===== config.mk =====
export PLATFORM = sky130hd
export DESIGN_NAME = dcd_channel_dividers
export DESIGN_NICKNAME = d
export VERILOG_FILES = /design/src/design/dcd_pkg.sv /design/src/design/dcd_divider.sv /design/src/design/dcd_channel_dividers.sv
export SDC_FILE = /design/constraint.sdc
export NUM_CORES = 1
export LEC_CHECK = 0
export ABC_CLOCK_PERIOD_IN_PS = 3200
export BUFFER_PORTS_ARGS = -buffer_cell sky130_fd_sc_hd__buf_4
export CAP_MARGIN = 0
export CORE_MARGIN = 10
export CORE_UTILIZATION = 45
export CTS_CLUSTER_SIZE = 20
export DETAILED_ROUTE_END_ITERATION = 8
export PLACE_DENSITY = 0.71
export REMOVE_ABC_BUFFERS = 1
export SYNTH_ARGS = -nofsm -noshare
export SYNTH_HDL_FRONTEND = slang
export SYNTH_HIERARCHICAL = 1
export SYNTH_SLANG_ARGS = --single-unit
export TNS_END_PERCENT = 100

===== constraint.sdc =====
create_clock -name ref_clk -period 3.2 [get_ports ref_clk]
set_clock_uncertainty 0.1 [all_clocks]
set_input_delay 0.16 -clock ref_clk [delete_from_list [all_inputs] [get_ports ref_clk]]
set_output_delay 0.16 -clock ref_clk [all_outputs]
set_load 0.02 [all_outputs]

===== src/design/dcd_pkg.sv =====
// constants and types shared by the channel divider block
package dcd_pkg;

  // ****************************************
  // register indices and byte addresses
  // ****************************************
  localparam int unsigned   ADDR_W     = 12;
  localparam int unsigned   IDX_CNT0   = 'h190;
  localparam int unsigned   IDX_CTRL0  = 'h191;
  localparam int unsigned   IDX_ROUTE0 = 'h192;
  localparam int unsigned   IDX_CNT1   = 'h196;
  localparam int unsigned   IDX_CTRL1  = 'h197;
  localparam int unsigned   IDX_ROUTE1 = 'h198;
  localparam int unsigned   IDX_STATUS = 'h19F;
  localparam logic [11:0]   ADDR_CNT0   = 12'(4 * IDX_CNT0);
  localparam logic [11:0]   ADDR_CTRL0  = 12'(4 * IDX_CTRL0);
  localparam logic [11:0]   ADDR_ROUTE0 = 12'(4 * IDX_ROUTE0);
  localparam logic [11:0]   ADDR_CNT1   = 12'(4 * IDX_CNT1);
  localparam logic [11:0]   ADDR_CTRL1  = 12'(4 * IDX_CTRL1);
  localparam logic [11:0]   ADDR_ROUTE1 = 12'(4 * IDX_ROUTE1);
  localparam logic [11:0]   ADDR_STATUS = 12'(4 * IDX_STATUS);

  // ****************************************
  // reset values and field positions
  // ****************************************
  localparam logic [7:0]    RST_CNT    = 8'h00;
  localparam logic [7:0]    RST_CTRL0  = 8'h80;
  localparam logic [7:0]    RST_CTRL1  = 8'h00;
  localparam logic [1:0]    RST_ROUTE  = 2'h0;
  localparam int unsigned   BIT_BYPASS = 7;
  localparam int unsigned   BIT_NOSYNC = 6;
  localparam int unsigned   BIT_FORCE  = 5;
  localparam int unsigned   BIT_START  = 4;
  localparam int unsigned   BIT_DIRECT = 1;
  localparam int unsigned   BIT_DUTY_CORRECTION_DISABLE = 0;
  localparam logic [1:0]    SRC_OSC    = 2'h2;
  localparam logic [1:0]    SRC_EXT    = 2'h0;

  // one divider's settings, gathered from its registers
  typedef struct packed {
    logic [3:0] lowCnt;
    logic [3:0] highCnt;
    logic       bypass;
    logic       ignoreSync;
    logic       forceHigh;
    logic       startHigh;
    logic [3:0] phase;
    logic       dccDisable;
  } dcd_div_cfg_t;

  typedef enum logic {ST_OFFSET, ST_RUN} dcd_div_state_t;

endpackage


===== src/design/dcd_divider.sv =====
// one programmable channel divider with offset, sync, force and duty correction
`timescale 1ns/1ns
`default_nettype none

module dcd_divider
  import dcd_pkg::*;
(
  input  wire logic         ref_clk,  // system clock
  input  wire logic         reset,    // sync reset, high
  input  wire dcd_div_cfg_t cfg,      // divider settings
  input  wire logic         distClk,  // divider input level
  input  wire logic         syncReq,  // chip-wide sync, high
  output var  logic         divOut,   // divider output
  output var  logic         running   // dividing, not waiting
);

  // ****************************************
  // phase lengths
  // ****************************************
  logic           distPrev_q;
  logic           inEdge;
  logic           holdSync;
  logic           forceNow;
  logic           override;
  logic [5:0]     total;
  logic [4:0]     hiLen;
  logic [4:0]     loLen;
  logic [3:0]     cnt_q;
  dcd_div_state_t state_q;

  // rising input edge marks one input cycle
  assign inEdge   = distClk & ~distPrev_q;
  assign holdSync = syncReq & ~cfg.ignoreSync;
  // ignoring sync applies the force level, so sync never reaches the output
  assign forceNow = cfg.ignoreSync;
  assign override = cfg.bypass | forceNow | holdSync;
  assign running  = (state_q == ST_RUN);

  // period is the sum of both phases; correction only splits it in half, the low phase taking any odd cycle
  always_comb begin
    total = 6'(cfg.highCnt) + 6'(cfg.lowCnt) + 6'h02;
    if (cfg.dccDisable) begin
      hiLen = 5'(cfg.highCnt) + 5'h01;
      loLen = 5'(cfg.lowCnt) + 5'h01;
    end else begin
      hiLen = total[5:1];
      loLen = 5'(total - 6'(total[5:1]));
    end
  end

  // input edge detector
  always_ff @(posedge ref_clk) begin
    distPrev_q <= reset ? 1'b0 : distClk;
  end

  // ****************************************
  // counting and output
  // ****************************************
  always_ff @(posedge ref_clk) begin
    if (reset) begin
      state_q <= ST_OFFSET;
      cnt_q   <= 4'h0;
      divOut  <= 1'b0;
    end else if (cfg.bypass) begin
      divOut  <= distClk;
      state_q <= ST_OFFSET;
      cnt_q   <= cfg.phase;
    end else if (forceNow) begin
      divOut  <= cfg.forceHigh;
      state_q <= ST_OFFSET;
      cnt_q   <= cfg.phase;
    end else if (holdSync) begin
      divOut  <= cfg.startHigh;
      state_q <= ST_OFFSET;
      cnt_q   <= cfg.phase;
    end else if (state_q == ST_OFFSET) begin
      divOut <= cfg.startHigh;
      if (inEdge && cnt_q == 4'h0) begin
        state_q <= ST_RUN;
        cnt_q   <= cfg.startHigh ? 4'(hiLen - 5'h01) : 4'(loLen - 5'h01);
      end else if (inEdge) begin
        cnt_q <= cnt_q - 4'h1;
      end
    end else if (inEdge) begin
      if (cnt_q == 4'h0) begin
        divOut <= ~divOut;
        cnt_q  <= divOut ? 4'(loLen - 5'h01) : 4'(hiLen - 5'h01);
      end else begin
        cnt_q <= cnt_q - 4'h1;
      end
    end
  end

  // ****************************************
  // checks
  // ****************************************
  a_bypass_follow: assert property (@(posedge ref_clk) disable iff (reset)
    cfg.bypass |=> divOut == $past(distClk))
    else $error("bypass output does not follow input");
  a_force_level: assert property (@(posedge ref_clk) disable iff (reset)
    (forceNow && !cfg.bypass) |=> divOut == $past(cfg.forceHigh))
    else $error("forced level wrong");
  a_sync_hold: assert property (@(posedge ref_clk) disable iff (reset)
    (holdSync && !cfg.bypass) |=> (divOut == $past(cfg.startHigh) && !running))
    else $error("sync does not hold divider");
  a_offset_start: assert property (@(posedge ref_clk) disable iff (reset)
    (!override && !running && inEdge && cnt_q == 4'h0)
    |=> (running && divOut == $past(cfg.startHigh)))
    else $error("divider start level wrong");
  a_phase_switch: assert property (@(posedge ref_clk) disable iff (reset)
    (!override && running && inEdge && cnt_q == 4'h0) |=> divOut != $past(divOut))
    else $error("phase did not end on count");
  a_phase_hold: assert property (@(posedge ref_clk) disable iff (reset)
    (!override && running && !(inEdge && cnt_q == 4'h0)) |=> $stable(divOut))
    else $error("output changed mid phase");
  a_high_load: assert property (@(posedge ref_clk) disable iff (reset)
    (!override && running && inEdge && cnt_q == 4'h0 && !divOut)
    |=> cnt_q == 4'($past(hiLen) - 5'h01))
    else $error("high length loaded wrong");

endmodule // dcd_divider

`default_nettype wire


===== src/design/dcd_channel_dividers.sv =====
// two channel dividers with output routing and an APB register file
//
// Added by the designer: the APB register port.
`timescale 1ns/1ns
`default_nettype none

module dcd_channel_dividers
  import dcd_pkg::*;
(
  input  wire logic        ref_clk,        // system clock
  input  wire logic        reset,          // sync reset, high
  input  wire logic        psel,           // apb select
  input  wire logic        penable,        // apb access phase
  input  wire logic        pwrite,         // apb write
  input  wire logic [11:0] paddr,          // apb byte address
  input  wire logic [31:0] pwdata,         // apb write data
  input  wire logic [3:0]  pstrb,          // apb byte strobes
  output var  logic        pready,         // apb ready
  output var  logic [31:0] prdata,         // apb read data
  output var  logic        pslverr,        // apb error
  input  wire logic        distClk,        // distribution clock level
  input  wire logic        oscIn,          // oscillator level
  input  wire logic        extClkIn,       // external clock level
  input  wire logic [1:0]  distSourceSel,  // distribution source select
  input  wire logic        syncReq,        // chip-wide sync, high
  output var  logic        firstPairOutA,  // first pair, output a
  output var  logic        firstPairOutB,  // first pair, output b
  output var  logic        secondPairOutA, // second pair, output a
  output var  logic        secondPairOutB  // second pair, output b
);

  // ****************************************
  // declarations
  // ****************************************
  logic [7:0]   cnt0_q;
  logic [7:0]   ctrl0_q;
  logic [1:0]   route0_q;
  logic [7:0]   cnt1_q;
  logic [7:0]   ctrl1_q;
  logic [1:0]   route1_q;
  logic [7:0]   rdData;
  logic         mapped;
  logic         setup;
  logic         wrEn;
  logic         div0Out;
  logic         div1Out;
  logic         div0Run;
  logic         div1Run;
  logic         pair0_q;
  logic         pair1_q;
  dcd_div_cfg_t cfg0;
  dcd_div_cfg_t cfg1;

  // ****************************************
  // apb slave handshake
  // ****************************************

  // setup phase starts a transfer
  assign setup = psel & ~penable;

  // write lands at the completing access edge only
  assign wrEn = psel & penable & pready & pwrite & mapped & pstrb[0];

  // ready answers the first access cycle, no waits
  always_ff @(posedge ref_clk) begin
    if (reset) begin
      pready <= 1'b0;
    end else begin
      pready <= setup;
    end
  end

  // read data captured in setup, held through access
  always_ff @(posedge ref_clk) begin
    if (reset) begin
      prdata <= 32'h0000_0000;
    end else if (setup) begin
      prdata <= {24'h00_0000, rdData};
    end
  end

  // unmapped address answers with an error
  always_ff @(posedge ref_clk) begin
    if (reset) begin
      pslverr <= 1'b0;
    end else begin
      pslverr <= setup & ~mapped;
    end
  end

  // ****************************************
  // address decode and read mux
  // ****************************************

  // narrow registers read in the low bits, rest zero
  always_comb begin
    mapped = 1'b1;
    rdData = 8'h00;
    if (paddr == ADDR_CNT0) begin
      rdData = cnt0_q;
    end else if (paddr == ADDR_CTRL0) begin
      rdData = ctrl0_q;
    end else if (paddr == ADDR_ROUTE0) begin
      rdData = {6'h00, route0_q};
    end else if (paddr == ADDR_CNT1) begin
      rdData = cnt1_q;
    end else if (paddr == ADDR_CTRL1) begin
      rdData = ctrl1_q;
    end else if (paddr == ADDR_ROUTE1) begin
      rdData = {6'h00, route1_q};
    end else if (paddr == ADDR_STATUS) begin
      rdData = {2'h0, div1Run, div0Run, pair1_q, pair0_q, div1Out, div0Out};
    end else begin
      mapped = 1'b0;
    end
  end

  // ****************************************
  // configuration registers
  // ****************************************

  // first divider cycle counts
  always_ff @(posedge ref_clk) begin
    if (reset) begin
      cnt0_q <= RST_CNT;
    end else if (wrEn && paddr == ADDR_CNT0) begin
      cnt0_q <= pwdata[7:0];
    end
  end

  // first divider control, bypassed out of reset
  always_ff @(posedge ref_clk) begin
    if (reset) begin
      ctrl0_q <= RST_CTRL0;
    end else if (wrEn && paddr == ADDR_CTRL0) begin
      ctrl0_q <= pwdata[7:0];
    end
  end

  // first channel routing and duty correction
  always_ff @(posedge ref_clk) begin
    if (reset) begin
      route0_q <= RST_ROUTE;
    end else if (wrEn && paddr == ADDR_ROUTE0) begin
      route0_q <= pwdata[1:0];
    end
  end

  // second divider cycle counts
  always_ff @(posedge ref_clk) begin
    if (reset) begin
      cnt1_q <= RST_CNT;
    end else if (wrEn && paddr == ADDR_CNT1) begin
      cnt1_q <= pwdata[7:0];
    end
  end

  // second divider control, dividing out of reset
  always_ff @(posedge ref_clk) begin
    if (reset) begin
      ctrl1_q <= RST_CTRL1;
    end else if (wrEn && paddr == ADDR_CTRL1) begin
      ctrl1_q <= pwdata[7:0];
    end
  end

  // second channel routing and duty correction
  always_ff @(posedge ref_clk) begin
    if (reset) begin
      route1_q <= RST_ROUTE;
    end else if (wrEn && paddr == ADDR_ROUTE1) begin
      route1_q <= pwdata[1:0];
    end
  end

  // ****************************************
  // divider settings
  // ****************************************

  // first divider fields
  always_comb begin
    cfg0.lowCnt     = cnt0_q[7:4];
    cfg0.highCnt    = cnt0_q[3:0];
    cfg0.bypass     = ctrl0_q[BIT_BYPASS];
    cfg0.ignoreSync = ctrl0_q[BIT_NOSYNC];
    cfg0.forceHigh  = ctrl0_q[BIT_FORCE];
    cfg0.startHigh  = ctrl0_q[BIT_START];
    cfg0.phase      = ctrl0_q[3:0];
    cfg0.dccDisable = route0_q[BIT_DUTY_CORRECTION_DISABLE];
  end

  // second divider fields
  always_comb begin
    cfg1.lowCnt     = cnt1_q[7:4];
    cfg1.highCnt    = cnt1_q[3:0];
    cfg1.bypass     = ctrl1_q[BIT_BYPASS];
    cfg1.ignoreSync = ctrl1_q[BIT_NOSYNC];
    cfg1.forceHigh  = ctrl1_q[BIT_FORCE];
    cfg1.startHigh  = ctrl1_q[BIT_START];
    cfg1.phase      = ctrl1_q[3:0];
    cfg1.dccDisable = route1_q[BIT_DUTY_CORRECTION_DISABLE];
  end

  // ****************************************
  // dividers
  // ****************************************

  // first channel divider
  dcd_divider u_div0 (
    .ref_clk (ref_clk),
    .reset   (reset),
    .cfg     (cfg0),
    .distClk (distClk),
    .syncReq (syncReq),
    .divOut  (div0Out),
    .running (div0Run)
  );

  // second channel divider
  dcd_divider u_div1 (
    .ref_clk (ref_clk),
    .reset   (reset),
    .cfg     (cfg1),
    .distClk (distClk),
    .syncReq (syncReq),
    .divOut  (div1Out),
    .running (div1Run)
  );

  // ****************************************
  // output pair routing
  // ****************************************

  // first pair: divider, or oscillator or external clock when direct
  always_ff @(posedge ref_clk) begin
    if (reset) begin
      pair0_q <= 1'b0;
    end else if (route0_q[BIT_DIRECT] && distSourceSel == SRC_OSC) begin
      pair0_q <= oscIn;
    end else if (route0_q[BIT_DIRECT] && distSourceSel == SRC_EXT) begin
      pair0_q <= extClkIn;
    end else begin
      pair0_q <= div0Out;
    end
  end

  // second pair routed the same way
  always_ff @(posedge ref_clk) begin
    if (reset) begin
      pair1_q <= 1'b0;
    end else if (route1_q[BIT_DIRECT] && distSourceSel == SRC_OSC) begin
      pair1_q <= oscIn;
    end else if (route1_q[BIT_DIRECT] && distSourceSel == SRC_EXT) begin
      pair1_q <= extClkIn;
    end else begin
      pair1_q <= div1Out;
    end
  end

  // both outputs of a pair share one flop
  assign firstPairOutA  = pair0_q;
  assign firstPairOutB  = pair0_q;
  assign secondPairOutA = pair1_q;
  assign secondPairOutB = pair1_q;

  // ****************************************
  // checks
  // ****************************************
  a_reset_bypass: assert property (@(posedge ref_clk) disable iff (reset)
    $fell(reset) |-> (ctrl0_q[BIT_BYPASS] && !ctrl1_q[BIT_BYPASS]))
    else $error("bypass reset values wrong");
  a_apb_ready: assert property (@(posedge ref_clk) disable iff (reset)
    (psel && !penable) |=> (pready ##1 !pready))
    else $error("ready not one cycle after setup");
  a_unmapped_err: assert property (@(posedge ref_clk) disable iff (reset)
    (psel && !penable && !mapped) |=> pslverr)
    else $error("unmapped access without error");
  a_route_div: assert property (@(posedge ref_clk) disable iff (reset)
    !route0_q[BIT_DIRECT] |=> firstPairOutA == $past(div0Out))
    else $error("first pair not fed by divider");
  a_route_osc: assert property (@(posedge ref_clk) disable iff (reset)
    (route0_q[BIT_DIRECT] && distSourceSel == SRC_OSC) |=> firstPairOutA == $past(oscIn))
    else $error("first pair not fed by oscillator");
  a_second_ext: assert property (@(posedge ref_clk) disable iff (reset)
    (route1_q[BIT_DIRECT] && distSourceSel == SRC_EXT) |=> secondPairOutB == $past(extClkIn))
    else $error("second pair not fed by external clock");
  a_second_osc: assert property (@(posedge ref_clk) disable iff (reset)
    (route1_q[BIT_DIRECT] && distSourceSel == SRC_OSC) |=> secondPairOutA == $past(oscIn))
    else $error("second pair not fed by oscillator");
  a_second_div: assert property (@(posedge ref_clk) disable iff (reset)
    !route1_q[BIT_DIRECT] |=> secondPairOutA == $past(div1Out))
    else $error("second pair not fed by divider");
  a_route_ext: assert property (@(posedge ref_clk) disable iff (reset)
    (route0_q[BIT_DIRECT] && distSourceSel == SRC_EXT) |=> firstPairOutB == $past(extClkIn))
    else $error("first pair not fed by external clock");
  a_route_keep: assert property (@(posedge ref_clk) disable iff (reset)
    (distSourceSel != SRC_OSC && distSourceSel != SRC_EXT) |=> firstPairOutA == $past(div0Out))
    else $error("other select moved first pair off divider");

  // register writes land only on a strobed access edge
  a_write_cnt0: assert property (@(posedge ref_clk) disable iff (reset)
    (psel && penable && pready && pwrite && pstrb[0] && paddr == ADDR_CNT0)
    |=> cnt0_q == $past(pwdata[7:0]))
    else $error("first count write lost");
  a_write_ctrl1: assert property (@(posedge ref_clk) disable iff (reset)
    (psel && penable && pready && pwrite && pstrb[0] && paddr == ADDR_CTRL1)
    |=> ctrl1_q == $past(pwdata[7:0]))
    else $error("second control write lost");
  a_write_route1: assert property (@(posedge ref_clk) disable iff (reset)
    (psel && penable && pready && pwrite && pstrb[0] && paddr == ADDR_ROUTE1)
    |=> route1_q == $past(pwdata[1:0]))
    else $error("second routing write lost");
  a_strobe_block: assert property (@(posedge ref_clk) disable iff (reset)
    (psel && penable && pready && pwrite && !pstrb[0])
    |=> ($stable(cnt0_q) && $stable(ctrl0_q) && $stable(cnt1_q) && $stable(ctrl1_q)))
    else $error("write without strobe landed");
  a_reset_regs: assert property (@(posedge ref_clk) disable iff (reset)
    $fell(reset) |-> (cnt0_q == RST_CNT && cnt1_q == RST_CNT && route0_q == RST_ROUTE
      && route1_q == RST_ROUTE))
    else $error("register reset values wrong");

  // answer shape on the bus
  a_err_ready: assert property (@(posedge ref_clk) disable iff (reset)
    pslverr |-> pready)
    else $error("error outside ready");
  a_read_upper: assert property (@(posedge ref_clk) disable iff (reset)
    pready |-> prdata[31:8] == 24'h00_0000)
    else $error("read data upper bits not zero");

endmodule // dcd_channel_dividers

`default_nettype wire


# After elaboration in Yosys (flattened, before gate mapping)
# Index checks and enable logic that the tools add are counted.
dict set report word_totals {
  register_bits 61
  in_bits 59
  out_inout_bits 38
  word_cells 144
}
dict set report op_classes {
  addsub 16
  n_eq_ne 12
  n_mux 58
  bitwise_logic 17
  n_reduce_logical 23
}
# op count
set op_table {}
lappend op_table {{4-bit 2-to-1 mux} 24}
lappend op_table {{12-bit by 11-bit equality test with 1-bit output (second input constant)} 7}
lappend op_table {{8-bit 2-to-1 mux} 5}
lappend op_table {{1-bit 2-to-1 mux} 27}
lappend op_table {{4-bit by 1-bit subtractor with 4-bit output (second input constant)} 6}
lappend op_table {{4-bit by 1-bit adder with 4-bit output (second input constant)} 4}
lappend op_table {{5-bit by 4-bit inequality test with 1-bit output (second input constant)} 3}
lappend op_table {{1-bit logical AND} 12}
lappend op_table {{6-bit 2-to-1 mux} 2}
lappend op_table {{4-bit by 4-bit adder with 5-bit output} 2}
lappend op_table {{5-bit by 2-bit adder with 5-bit output (second input constant)} 2}
lappend op_table {{1-bit AND} 10}
lappend op_table {{5-bit nonzero test} 2}
lappend op_table {{4-bit logical NOT} 2}
lappend op_table {{2-bit AND reduction} 4}
lappend op_table {{4-bit OR reduction} 2}
lappend op_table {{4-bit subtractor} 2}
lappend op_table {{1-bit NOT} 7}
lappend op_table {{5-bit by 3-bit inequality test with 1-bit output (second input constant)} 1}
lappend op_table {{2-bit equality test (second input constant)} 1}
lappend op_table {{2-bit logical NOT} 1}

# Depth between registers and ports, before layout
# Gate-level depths: netlist (run 1).
dict set report depth {
  ltp_word 12
  mapped_depth 15
  mapped_depth_nobuf 15
}

# Hierarchy
# The synthesis (run 1) kept the hierarchy.
# module instances cells_each area_per_inst_um2 seq_area_each_um2
set modules_own_cells {}
lappend modules_own_cells {dcd_channel_dividers 1 344 2701.3 960.9}
lappend modules_own_cells {{dcd_divider (u_div1)} 1 147 1131.1 140.1}
lappend modules_own_cells {{dcd_divider (u_div0)} 1 146 1128.6 140.1}

# Worst setup path before layout (run 1)
# Ideal clock, no wire load.
dict set report synth_timing {
  path_kind {register to register}
  from {register cnt0_q[1]}
  to {register u_div0.cnt_q[1]}
  setup_time_ps 70
  arrival_ps 3086
  slack_ps -56
  stages_incl_launch_ff 16
  path_buffers 0
  synth_period_minus_slack_ps 3256
  cell_sequence {dfxtp_1 inv_1 ha_1 inv_1 ha_1 inv_1 fa_1 inv_1 fa_1 a21oi_1 inv_1 ha_1 mux2i_1 o21ai_0 a211o_1 a21oi_1}
}
dict set report synth_via {
  elab_chain_len 12
  elab_cells_between_ends 17
  cone_classes {add/sub: 6; mux: 11}
}
# element line
set synth_lines {}
lappend synth_lines {{start: declaration} dcd_channel_dividers.sv:35} ;# logic [7:0] cnt0_q;
lappend synth_lines {{start signal: assignment} dcd_channel_dividers.sv:127} ;# cnt0_q <= pwdata[7:0];
lappend synth_lines {{4-bit by 4-bit adder with 5-bit output} dcd_divider.sv:41} ;# total = 6'(cfg.highCnt) + 6'(cfg.lowCnt) + 6'h02;
lappend synth_lines {{5-bit by 2-bit adder with 5-bit output} dcd_divider.sv:41}
lappend synth_lines {{4-bit subtractor} dcd_divider.sv:47} ;# loLen = 5'(total - 6'(total[5:1]));
lappend synth_lines {{4-bit 2-to-1 mux} dcd_divider.sv:42} ;# if (cfg.dccDisable) begin
lappend synth_lines {{4-bit by 1-bit subtractor with 4-bit output} {dcd_divider.sv:80, dcd_divider.sv:87}}
lappend synth_lines {{4-bit 2-to-1 mux} dcd_divider.sv:87} ;# cnt_q <= divOut ? 4'(loLen - 5'h01) : 4'(hiLen - 5'h01);
lappend synth_lines {{4-bit 2-to-1 mux} dcd_divider.sv:85} ;# if (cnt_q == 4'h0) begin
lappend synth_lines {{4-bit 2-to-1 mux} dcd_divider.sv:84} ;# end else if (inEdge) begin
lappend synth_lines {{4-bit 2-to-1 mux *} dcd_divider.sv:76} ;# end else if (state_q == ST_OFFSET) begin
lappend synth_lines {{4-bit 2-to-1 mux *} dcd_divider.sv:72} ;# end else if (holdSync) begin
lappend synth_lines {{4-bit 2-to-1 mux *} dcd_divider.sv:68} ;# end else if (forceNow) begin
lappend synth_lines {{4-bit 2-to-1 mux *} dcd_divider.sv:64} ;# end else if (cfg.bypass) begin
lappend synth_lines {{end signal: assignment} dcd_divider.sv:67} ;# cnt_q <= cfg.phase;
lappend synth_lines {{end signal: assignment} dcd_divider.sv:71} ;# cnt_q <= cfg.phase;
lappend synth_lines {{end signal: assignment} dcd_divider.sv:75} ;# cnt_q <= cfg.phase;
lappend synth_lines {{end: declaration} dcd_divider.sv:28} ;# logic [3:0] cnt_q;
# Mark *: on every way between the ends. The rest lies on a longest branch, timed or not. The select of a mux whose other input is x is not followed.
# A chain may end at the register's enable or synchronous reset.

# Worst setup path after layout (run 1)
dict set report layout_timing {
  from {register cnt0_q[5]}
  to {register u_div0.cnt_q[1]}
}
# Same word-level chain as after synthesis.

==> impl_metrics.yaml, run 1 <==
sta:
  slew_violations: 0
  relSlewSlack_pct: 30.23
  final.period_utilization_pct: 100.1
  setup_viol: 1
  rsz0062_at_grt: "true"
  fin_ws_ps: -4.368
  worst_slew_pin_slew_ps: 1037
  fin_tns_setup_ps: -4.368
  max_clock_freq_ghz: 0.3121
  hold_viol_final: 0
  fin_crit_ps: 3204
clock_tree:
  cts-hold-fix-buffers: 0
  cts_tree: "yes"
  clk_path_buf_depth: 2
  htreeDepth: 3
  clock_sinks: 62
  clk_latency_ps: 350
  clock_tree.root_cell: "clkbuf_8"
  clk_pin_slew_ps: 80
  cts_buffers: 9
logic_synthesis:
  yosys.area.top_type_share_pct: 25.02
  syn-cell-area_um2: 4961
  async_reset_ff_share_pct: 0
  yosys.area_share.simple_pct: 22.88
  synth_ff_type: "dfxtp_1"
  yosysMostFrequentCell: "a21oi_1"
  synth_edf_count: 0
  yosys_warnings: 6
  synth.largest_area_cell: "dfxtp_1"
  syn-mean-instance-area_um2: 7.788
  yosys.area_share.xor_xnor_pct: 3.834
  muxShareOfSynthArea_pct: 5.195
  synthAdderAreaFrac_pct: 9.180
  synth_cell_type_count: 72
  yosysSeqAreaShare_pct: 25.02
  ys_seq_elements: 62
  synthTopCellsByArea: "dfxtp_1 25%, ha_1 7.6%, a21oi_1 6.7%"
  synth_common_cells: "66 x a21oi_1, 62 x dfxtp_1, 53 x o21ai_0, 47 x nand3_1, 45 x inv_1"
  synthCells: 637
  synth_compound_area_share_pct: 23.56
  synth_top_family_by_area: "compound AO/OA/AOI/OAI gates"
route:
  via_per_inst: 5.975
  wl_met1_mm: 6.569
  wl_met3_mm: 1.228
  routed_wl_mm: 15.11
  drtIter0Drc: 376
  met2_length_mm: 6.984
  post-route-drc-count: 0
  avgRoutedWirePerCell_um: 18.20
  top_layer: "met4"
  dr.pass1.iters: 5
  drtAntennaViolNets: 0
  vias: 4959
cells_and_area:
  final_nets: 778
  final_core_util_pct: 53.77
  antennaDiodeCount: 0
  area_growth_pct: 16.97
  instances_no_fill: 830
  drive_gt1_share_pct: 21.59
placement:
  numPortBuffers: 45
  finalWeightedCongestion: 0.9386
  hpwl_mm: 10.95
  numPlacedInstances: 812
floorplanning:
  num_rows: 38
  die_h_um: 125.0
  design.die.area_um2: 15620
  initial_utilization_pct: 45.97
  coreArea_um2: 10790
  die_x_um: 125.0
  io_pins: 97
global_routing:
  overflow: 0
  grt_pass1_vias: 4613
  groute.usage.overall_pct: 17.85
  antenna_found_initial: 0
  grt_max_degree: 63
  grt_pass1_wl_mm: 23.43
run_status:
  violations: "setup timing"
  status: "complete, but fails checks"
job:
  drv_cap: 0
worst_setup_path:
  crit_arrival_ps: 3380
  cp_max_fo: 3
  worstPathRequired_ps: 3370
  crit_path_start_kind: "flop"
  cp-startpoint: "cnt0_q[5]$_SDFFE_PP0P_"
  cp-end-kind: "flop"
  worstSetupPathType: "flop to flop"
  reg2reg_from: "cnt0_q[5]$_SDFFE_PP0P_"
power_and_ir_drop:
  peakVddDrop_mv: 0.1908
  leakage_nw: 2.197
  p_total_mw: 1.742
  power_density_nw_per_um2: 300.3
hold_path:
  min-delay-start: "distSourceSel[0]"
  holdCritPathClass: "input pin to flop"
## worst max-delay path: stages (launching register included)
cell and delay, ps:
dfxtp_2 340, inv_2 50, ha_4 230, inv_2 60, ha_4 130, inv_2 30, fa_2 530, inv_2 70
fa_1 500, a21oi_2 170, inv_1 90, ha_4 210, mux2i_1 130, o21ai_1 90, a211o_1 260, a21oi_1 130
## flip-flops by register name, indices dropped and copies added, names as in the netlist, 2 cells and up
name / cells
ctrl0_q: 8
cnt1_q: 8
route1_q: 2
u_div1/cnt_q: 4
ctrl1_q: 8
u_div0/cnt_q: 4
prdata: 8
cnt0_q: 8
route0_q: 2
## path summary, 6_finish.rpt
| check | endpoint | slack [ps] | cells past startpoint |
|---|---|---|---|
| worst max-delay path | u_div0/cnt_q[1]$_SDFFE_PP0P_ | -4 | 15 |
| worst min-delay path | firstPairOutA$_SDFF_PP0_ | 10 | 4 |
| worst max register to register | u_div0/cnt_q[1]$_SDFFE_PP0P_ | -4 | 15 |
| worst min register to register | ctrl1_q[1]$_SDFFE_PP0P_ | 400 | 2 |
## layout make-up
| type | count | area [um^2] |
|---|---|---|
| clock buffers | 10 | 137.6 |
| clock inverters | 6 | 61.31 |
| fillers | 984 | 4990 |
| inverters | 47 | 181.4 |
| multi-input cells | 492 | 3453 |
| flip-flops and latches | 62 | 1246 |
| well taps | 140 | 175.2 |
| repair buffers | 73 | 548.0 |
## routing by layer
metal / global-route usage [%] / vias to the layer above
met4: 6.572 / 0
met3: 4.351 / 25
met5: 0 / -
li1: - / 2356
met2: 28.48 / 217
met1: 22.81 / 2361
## kinds of logic (layout without fill, tap and decap cells)
logic type               count (synthesis)  after routing
other                                    1             24
AND/OR/NAND/NOR                        195            195
buffers and inverters                  106            136
flip-flops                              62             62
multiplexers                            25             25
XOR/XNOR                                20             20
AO/OA/AOI/OAI                          194            194
adder cells (fa/ha/maj)                 34             34
## cells in the final DEF (no fill, tap or decap), types with 5 or more instances in the layout
master,count
buf_4,73
a21oi_1,61
dfxtp_1,58
o21ai_0,52
nand3_1,47
inv_1,36
nor2_1,34
conb_1,24
ha_1,22
nand2_1,21
mux2i_1,19
nor3_1,15
o21ai_1,13
nand2b_1,12
clkbuf_8,10
xnor2_1,10
nand4_1,9
o211ai_1,9
nor2b_1,8
inv_2,8
ha_4,8
a21oi_2,7
xor2_1,7
nand3b_1,6
nor4_1,5
o31ai_1,5
mux2_2,5
a211oi_1,5
## timing repair
item | 4_1_cts | 5_1_grt
endpoints found under the setup margin | 6 | 6
setup buffers | 2 | 0
cloned | 0 | 0
gates resized for setup | 26 | 15
pin swaps | 17 | 13
## report_power, final
part	total, mW	leakage, nW	switching, mW	internal (mW)
Clock	0.713	0.102	0.335	0.378
Combinational	0.233	1.59	0.155	0.0779
Sequential	0.796	0.504	0.0136	0.783
## per-stage QoR
| step | setup slack (ps) | hold WS, ps | area, um^2 |
|---|---|---|---|
| after CTS | -2.489 | 2.954 | 5737 |
| after global placement | -64.29 | 349.6 | 5423 |
| after global routing | -117.3 | 17.43 | 5803 |
| after detailed placement | -168.1 | 357.5 | 5423 |
| final | -4.368 | 12.37 | 5803 |
| after floorplan | -55.97 | 129.1 | 4715 |
(Power assumes the default switching activity.)
==> run 2, diff against run 1 <==
SETUP_SLACK_MARGIN = 0.1   (was unset)
==> run 2 against run 1 <==
The run still ends with setup timing left. Combinational power about the same. Clock power about the same. Global-route usage about the same. Final area increased by 1.2%. Register-to-register slack got worse by 20 ps. Sequential power about the same. Worst hold slack got worse by 1.5 ps. Critical path depth unchanged. Maximum frequency decreased by 0.63%. First-iteration DRC count increased by 14%. Largest cell class unchanged. Largest power group unchanged. Highest routed layer unchanged.
==> impl_metrics.yaml, run 2 (synthesized netlist as in run 1, its figures left out) <==
route:
  vias: 4964
  avgRoutedWirePerCell_um: 18.20
  post-route-drc-count: 0
  routed_wl_mm: 15.15
  via_per_inst: 5.966
  dr.pass1.iters: 5
  drtAntennaViolNets: 0
  drtIter0Drc: 430
clock_tree:
  htreeDepth: 3
  clk_latency_ps: 350
  clk_path_buf_depth: 2
  clock_sinks: 62
  clock_tree.root_cell: "clkbuf_8"
  clk_pin_slew_ps: 80
  cts_tree: "yes"
  cts_buffers: 9
cells_and_area:
  final_cell_mix: "73 x buf_4, 59 x a21oi_1, 58 x dfxtp_1, 52 x o21ai_0, 47 x nand3_1"
  nFillCells: 977
  final_area_um2: 5872
  area_growth_pct: 18.36
  instances_no_fill: 832
  antennaDiodeCount: 0
  drive_gt1_share_pct: 22.69
  final_core_util_pct: 54.41
  multi_input_area_um2: 3497
  seq_area_um2: 1246
  final_nets: 780
  layout_commonest_cell: "buf_4"
worst_setup_path:
  crit_chain: "inv_2 > ha_4 > inv_2 > ha_4 > inv_2 > fa_2 > inv_4 > fa_1 > a21oi_2 > inv_1 > ha_4 > mux2i_1 > o21ai_1 > a211o_1 > a21oi_1"
  timing.rr.end: "u_div0/cnt_q[1]$_SDFFE_PP0P_"
  reg2reg_from: "cnt0_q[5]$_SDFFE_PP0P_"
  cpPeakStageDelay_ps: 610
  cp_max_fo: 3
  rrSetupSlack_ps: -20
  worstPathRequired_ps: 3370
  cp_num_buf_inv: 5
  cp-end-kind: "flop"
  r2r_cells: 15
  cp_slowest_cell: "fa_2"
  crit_arrival_ps: 3400
  crit_path_start_kind: "flop"
  path_delay_family: "adder cells"
  worstSetupPathType: "flop to flop"
placement:
  finalWeightedCongestion: 0.9386
  numPortBuffers: 45
  numPlacedInstances: 812
  pre_cts_ws_ps: -168.1
  hpwl_mm: 10.95
  dpl_cell_area_um2: 5423
run_status:
  violations: "setup timing"
  status: "complete, but fails checks"
global_routing:
  overflow: 0
  grt_pass1_vias: 4624
  grt_max_degree: 63
  groute.usage.overall_pct: 17.88
  antenna_found_initial: 0
  grt_pass1_wl_mm: 23.47
sta:
  fin_tns_setup_ps: -30.11
  hold_viol_final: 0
  slew_violations: 0
  fin_crit_ps: 3225
  rsz0062_at_grt: "true"
  setup_viol: 2
  max_clock_freq_ghz: 0.3101
  final.period_utilization_pct: 100.8
  fin_hold_ws_ps: 10.91
  relSlewSlack_pct: 30.71
  fin_ws_ps: -24.73
  worst_slew_pin_slew_ps: 1030
hold_path:
  hold_end: "firstPairOutA$_SDFF_PP0_"
  min-delay-start: "distSourceSel[0]"
  holdPathStages: 4
  holdCritPathClass: "input pin to flop"
floorplanning:
  die_x_um: 125.0
  num_rows: 38
  io_pins: 97
  design.die.area_um2: 15620
  die_h_um: 125.0
  initial_utilization_pct: 45.97
  coreArea_um2: 10790
power_and_ir_drop:
  p_total_mw: 1.746
  peakVddDrop_mv: 0.1913
  leakage_nw: 2.205
  power_density_nw_per_um2: 297.3
job:
  drv_cap: 0
[run 2: cell count changes in the layout (fill, tap and decap cells not counted)]
cell     delta
a21oi_1     -2
a21oi_2     +2
buf_6       +2
ha_1        -2
ha_4        +2
inv_2       -1
inv_4       +1
mux2i_1     -1
mux2i_2     +1
xor2_1      -1
xor2_2      +1
[run 2: worst min-delay path, stage by stage]
cell and delay, ps:
buf_4 90, nor2_1 50, nand2_1 60, a21oi_1 60
[run 2: timing repair]
item | 4_1_cts | 5_1_grt
pin swaps | 18 | 16
setup buffers | 2 | 2
setup endpoints to repair | 6 | 6
hold buffers | 0 | 0
resized for setup | 31 | 19
[run 2: worst max-delay path by stage]
stage | end | cells after the start | start
final | u_div0/cnt_q[1]$_SDFFE_PP0P_ | 15 | cnt0_q[5]$_SDFFE_PP0P_
after global routing | u_div0/cnt_q[1]$_SDFFE_PP0P_ | 15 | cnt0_q[5]$_SDFFE_PP0P_
after CTS | u_div0/cnt_q[1]$_SDFFE_PP0P_ | 15 | cnt0_q[5]$_SDFFE_PP0P_
after detailed placement | u_div0/cnt_q[1]$_SDFFE_PP0P_ | 15 | cnt0_q[1]$_SDFFE_PP0P_
after global placement | u_div0/cnt_q[1]$_SDFFE_PP0P_ | 15 | cnt0_q[1]$_SDFFE_PP0P_
after floorplan | u_div0/cnt_q[1]$_SDFFE_PP0P_ | 15 | cnt0_q[1]$_SDFFE_PP0P_
[run 2: routing by layer]
metal	wire [um]	GRT usage, %	vias up
met5	0	0	-
met4	280	6.572	0
met3	1290	4.351	22
met2	7081	28.57	226
met1	6492	22.84	2352
li1	-	-	2364
[run 2: layout make-up]
| type | count | area share (%) |
|---|---|---|
| clock buffers | 10 | 2.344 |
| well taps | 140 | 2.983 |
| repair buffers | 75 | 9.717 |
| inverters | 47 | 3.132 |
| multi-input cells | 492 | 59.56 |
| clock inverters | 6 | 1.044 |
| flip-flops and latches | 62 | 21.22 |
[run 2: power breakdown]
group | leakage, nW | internal, mW | switching (mW)
registers | 0.504 | 0.783 | 0.0135
clock network | 0.102 | 0.378 | 0.337
logic | 1.60 | 0.0781 | 0.156
total | 2.21 | 1.24 | 0.507
==> run 3, diff against run 2 <==
TNS_END_PERCENT = 30   (was 100)
==> run 3 against run 2 <==
The flow still finishes with violations (setup timing). Final area is 1.9% lower. Total power hardly changed. Sequential share of layout area is 0.41 points higher. Via count is 0.56% higher. Clock power hardly changed. First-iteration DRC count is 16% lower. Combinational power hardly changed. Final cell count is 0.24% lower. Worst hold slack worse by 2.8 ps. Largest cell class unchanged. Largest power group unchanged.
==> impl_metrics.yaml, run 3 (synthesized netlist as in run 1, its figures left out) <==
run_status:
  status: "complete, but fails checks"
  violations: "setup timing"
route:
  drtAntennaViolNets: 0
  via_per_inst: 6.014
  routed_wl_mm: 15.03
  drtIter0Drc: 362
  post-route-drc-count: 0
  dr.pass1.iters: 6
  avgRoutedWirePerCell_um: 18.11
  vias: 4992
worst_setup_path:
  crit_arrival_ps: 3420
  worstPathRequired_ps: 3390
  cp-end-kind: "flop"
  cp_max_fo: 3
  crit_path_start_kind: "flop"
  worstSetupPathType: "flop to flop"
floorplanning:
  coreArea_um2: 10790
  die_h_um: 125.0
  io_pins: 97
  num_rows: 38
  die_x_um: 125.0
  initial_utilization_pct: 45.97
  design.die.area_um2: 15620
cells_and_area:
  area_growth_pct: 16.09
  layout_commonest_cell: "buf_4"
  final_core_util_pct: 53.36
  drive_gt1_share_pct: 21.01
  final_area_um2: 5759
  nFillCells: 992
  antennaDiodeCount: 0
  final_nets: 778
  instances_no_fill: 830
  final_cell_mix: "73 x buf_4, 61 x a21oi_1, 58 x dfxtp_1, 52 x o21ai_0, 47 x nand3_1"
power_and_ir_drop:
  power_density_nw_per_um2: 303.1
  peakVddDrop_mv: 0.1953
  p_total_mw: 1.745
  leakage_nw: 2.195
sta:
  setup_viol: 2
  relSlewSlack_pct: 31.96
  fin_tns_setup_ps: -54.75
  fin_ws_ps: -29.34
  hold_viol_final: 0
  worst_slew_pin_slew_ps: 1011
  fin_hold_ws_ps: 8.105
  final.period_utilization_pct: 100.9
  slew_violations: 0
  fin_crit_ps: 3229
  rsz0062_at_grt: "true"
  max_clock_freq_ghz: 0.3097
clock_tree:
  clock_sinks: 62
  clk_latency_ps: 360
  htreeDepth: 3
  cts_tree: "yes"
  cts_buffers: 9
  clk_pin_slew_ps: 80
  clk_path_buf_depth: 2
  clock_tree.root_cell: "clkbuf_8"
global_routing:
  overflow: 0
  antenna_found_initial: 0
  grt_pass1_wl_mm: 23.44
  grt_pass1_vias: 4616
  grt_max_degree: 63
  groute.usage.overall_pct: 17.86
placement:
  numPlacedInstances: 812
  finalWeightedCongestion: 0.9386
  numPortBuffers: 45
  hpwl_mm: 10.95
  dpl_cell_area_um2: 5423
  pre_cts_ws_ps: -168.1
hold_path:
  holdCritPathClass: "input pin to flop"
job:
  drv_cap: 0
-- run 3: final cells by class --
class | count | area [um^2] | area share (%)
Tap cell | 140 | 175.2 | 3.041
Clock buffer | 10 | 137.6 | 2.390
Inverter | 47 | 176.4 | 3.063
Multi-Input combinational cell | 492 | 3415 | 59.29
Sequential cell | 62 | 1246 | 21.64
Timing Repair Buffer | 73 | 548.0 | 9.516
Clock inverter | 6 | 61.31 | 1.065
-- run 3: power by group --
part           internal, mW  total, mW  switching (mW)
Clock                 0.378      0.717           0.339
Combinational        0.0775      0.232           0.154
Sequential            0.783      0.796          0.0136
Total                  1.24       1.75           0.507
-- run 3: worst paths after layout --
| kind | start | endpoint | slack (ps) | cells after the start |
|---|---|---|---|---|
| worst max register to register | cnt1_q[5]$_SDFFE_PP0P_ | u_div1/cnt_q[1]$_SDFFE_PP0P_ | -30 | 15 |
| worst min register to register | ctrl0_q[1]$_SDFFE_PP0P_ | u_div0/cnt_q[1]$_SDFFE_PP0P_ | 400 | 2 |
| worst min-delay path | distSourceSel[0] | firstPairOutA$_SDFF_PP0_ | 8 | 4 |
| worst max-delay path | cnt1_q[5]$_SDFFE_PP0P_ | u_div1/cnt_q[1]$_SDFFE_PP0P_ | -30 | 15 |
-- run 3: routing by layer --
metal | GRT usage, % | wire length, um | up-vias
li1 | - | - | 2362
met1 | 22.79 | 6588 | 2368
met2 | 28.57 | 6896 | 233
met3 | 4.351 | 1177 | 29
met4 | 6.572 | 372 | 0
met5 | 0 | 0 | -
-- run 3: critical path, cell delays in order, from the launching register on --
cell and delay, ps:
dfxtp_2 350, inv_2 50, ha_4 230, inv_2 60, ha_4 130, inv_2 40, fa_2 550, inv_2 70
fa_1 500, a21oi_2 170, inv_1 50, ha_1 270, mux2i_1 120, o21ai_1 100, a211o_1 270, a21oi_2 110
-- run 3: timing repair --
item / CTS / global route
setup buffers: 2 / 0
pin swaps: 19 / 6
setup endpoints to repair: 6 / 6
hold buffers: 0 / 0
gates resized for setup: 30 / 3
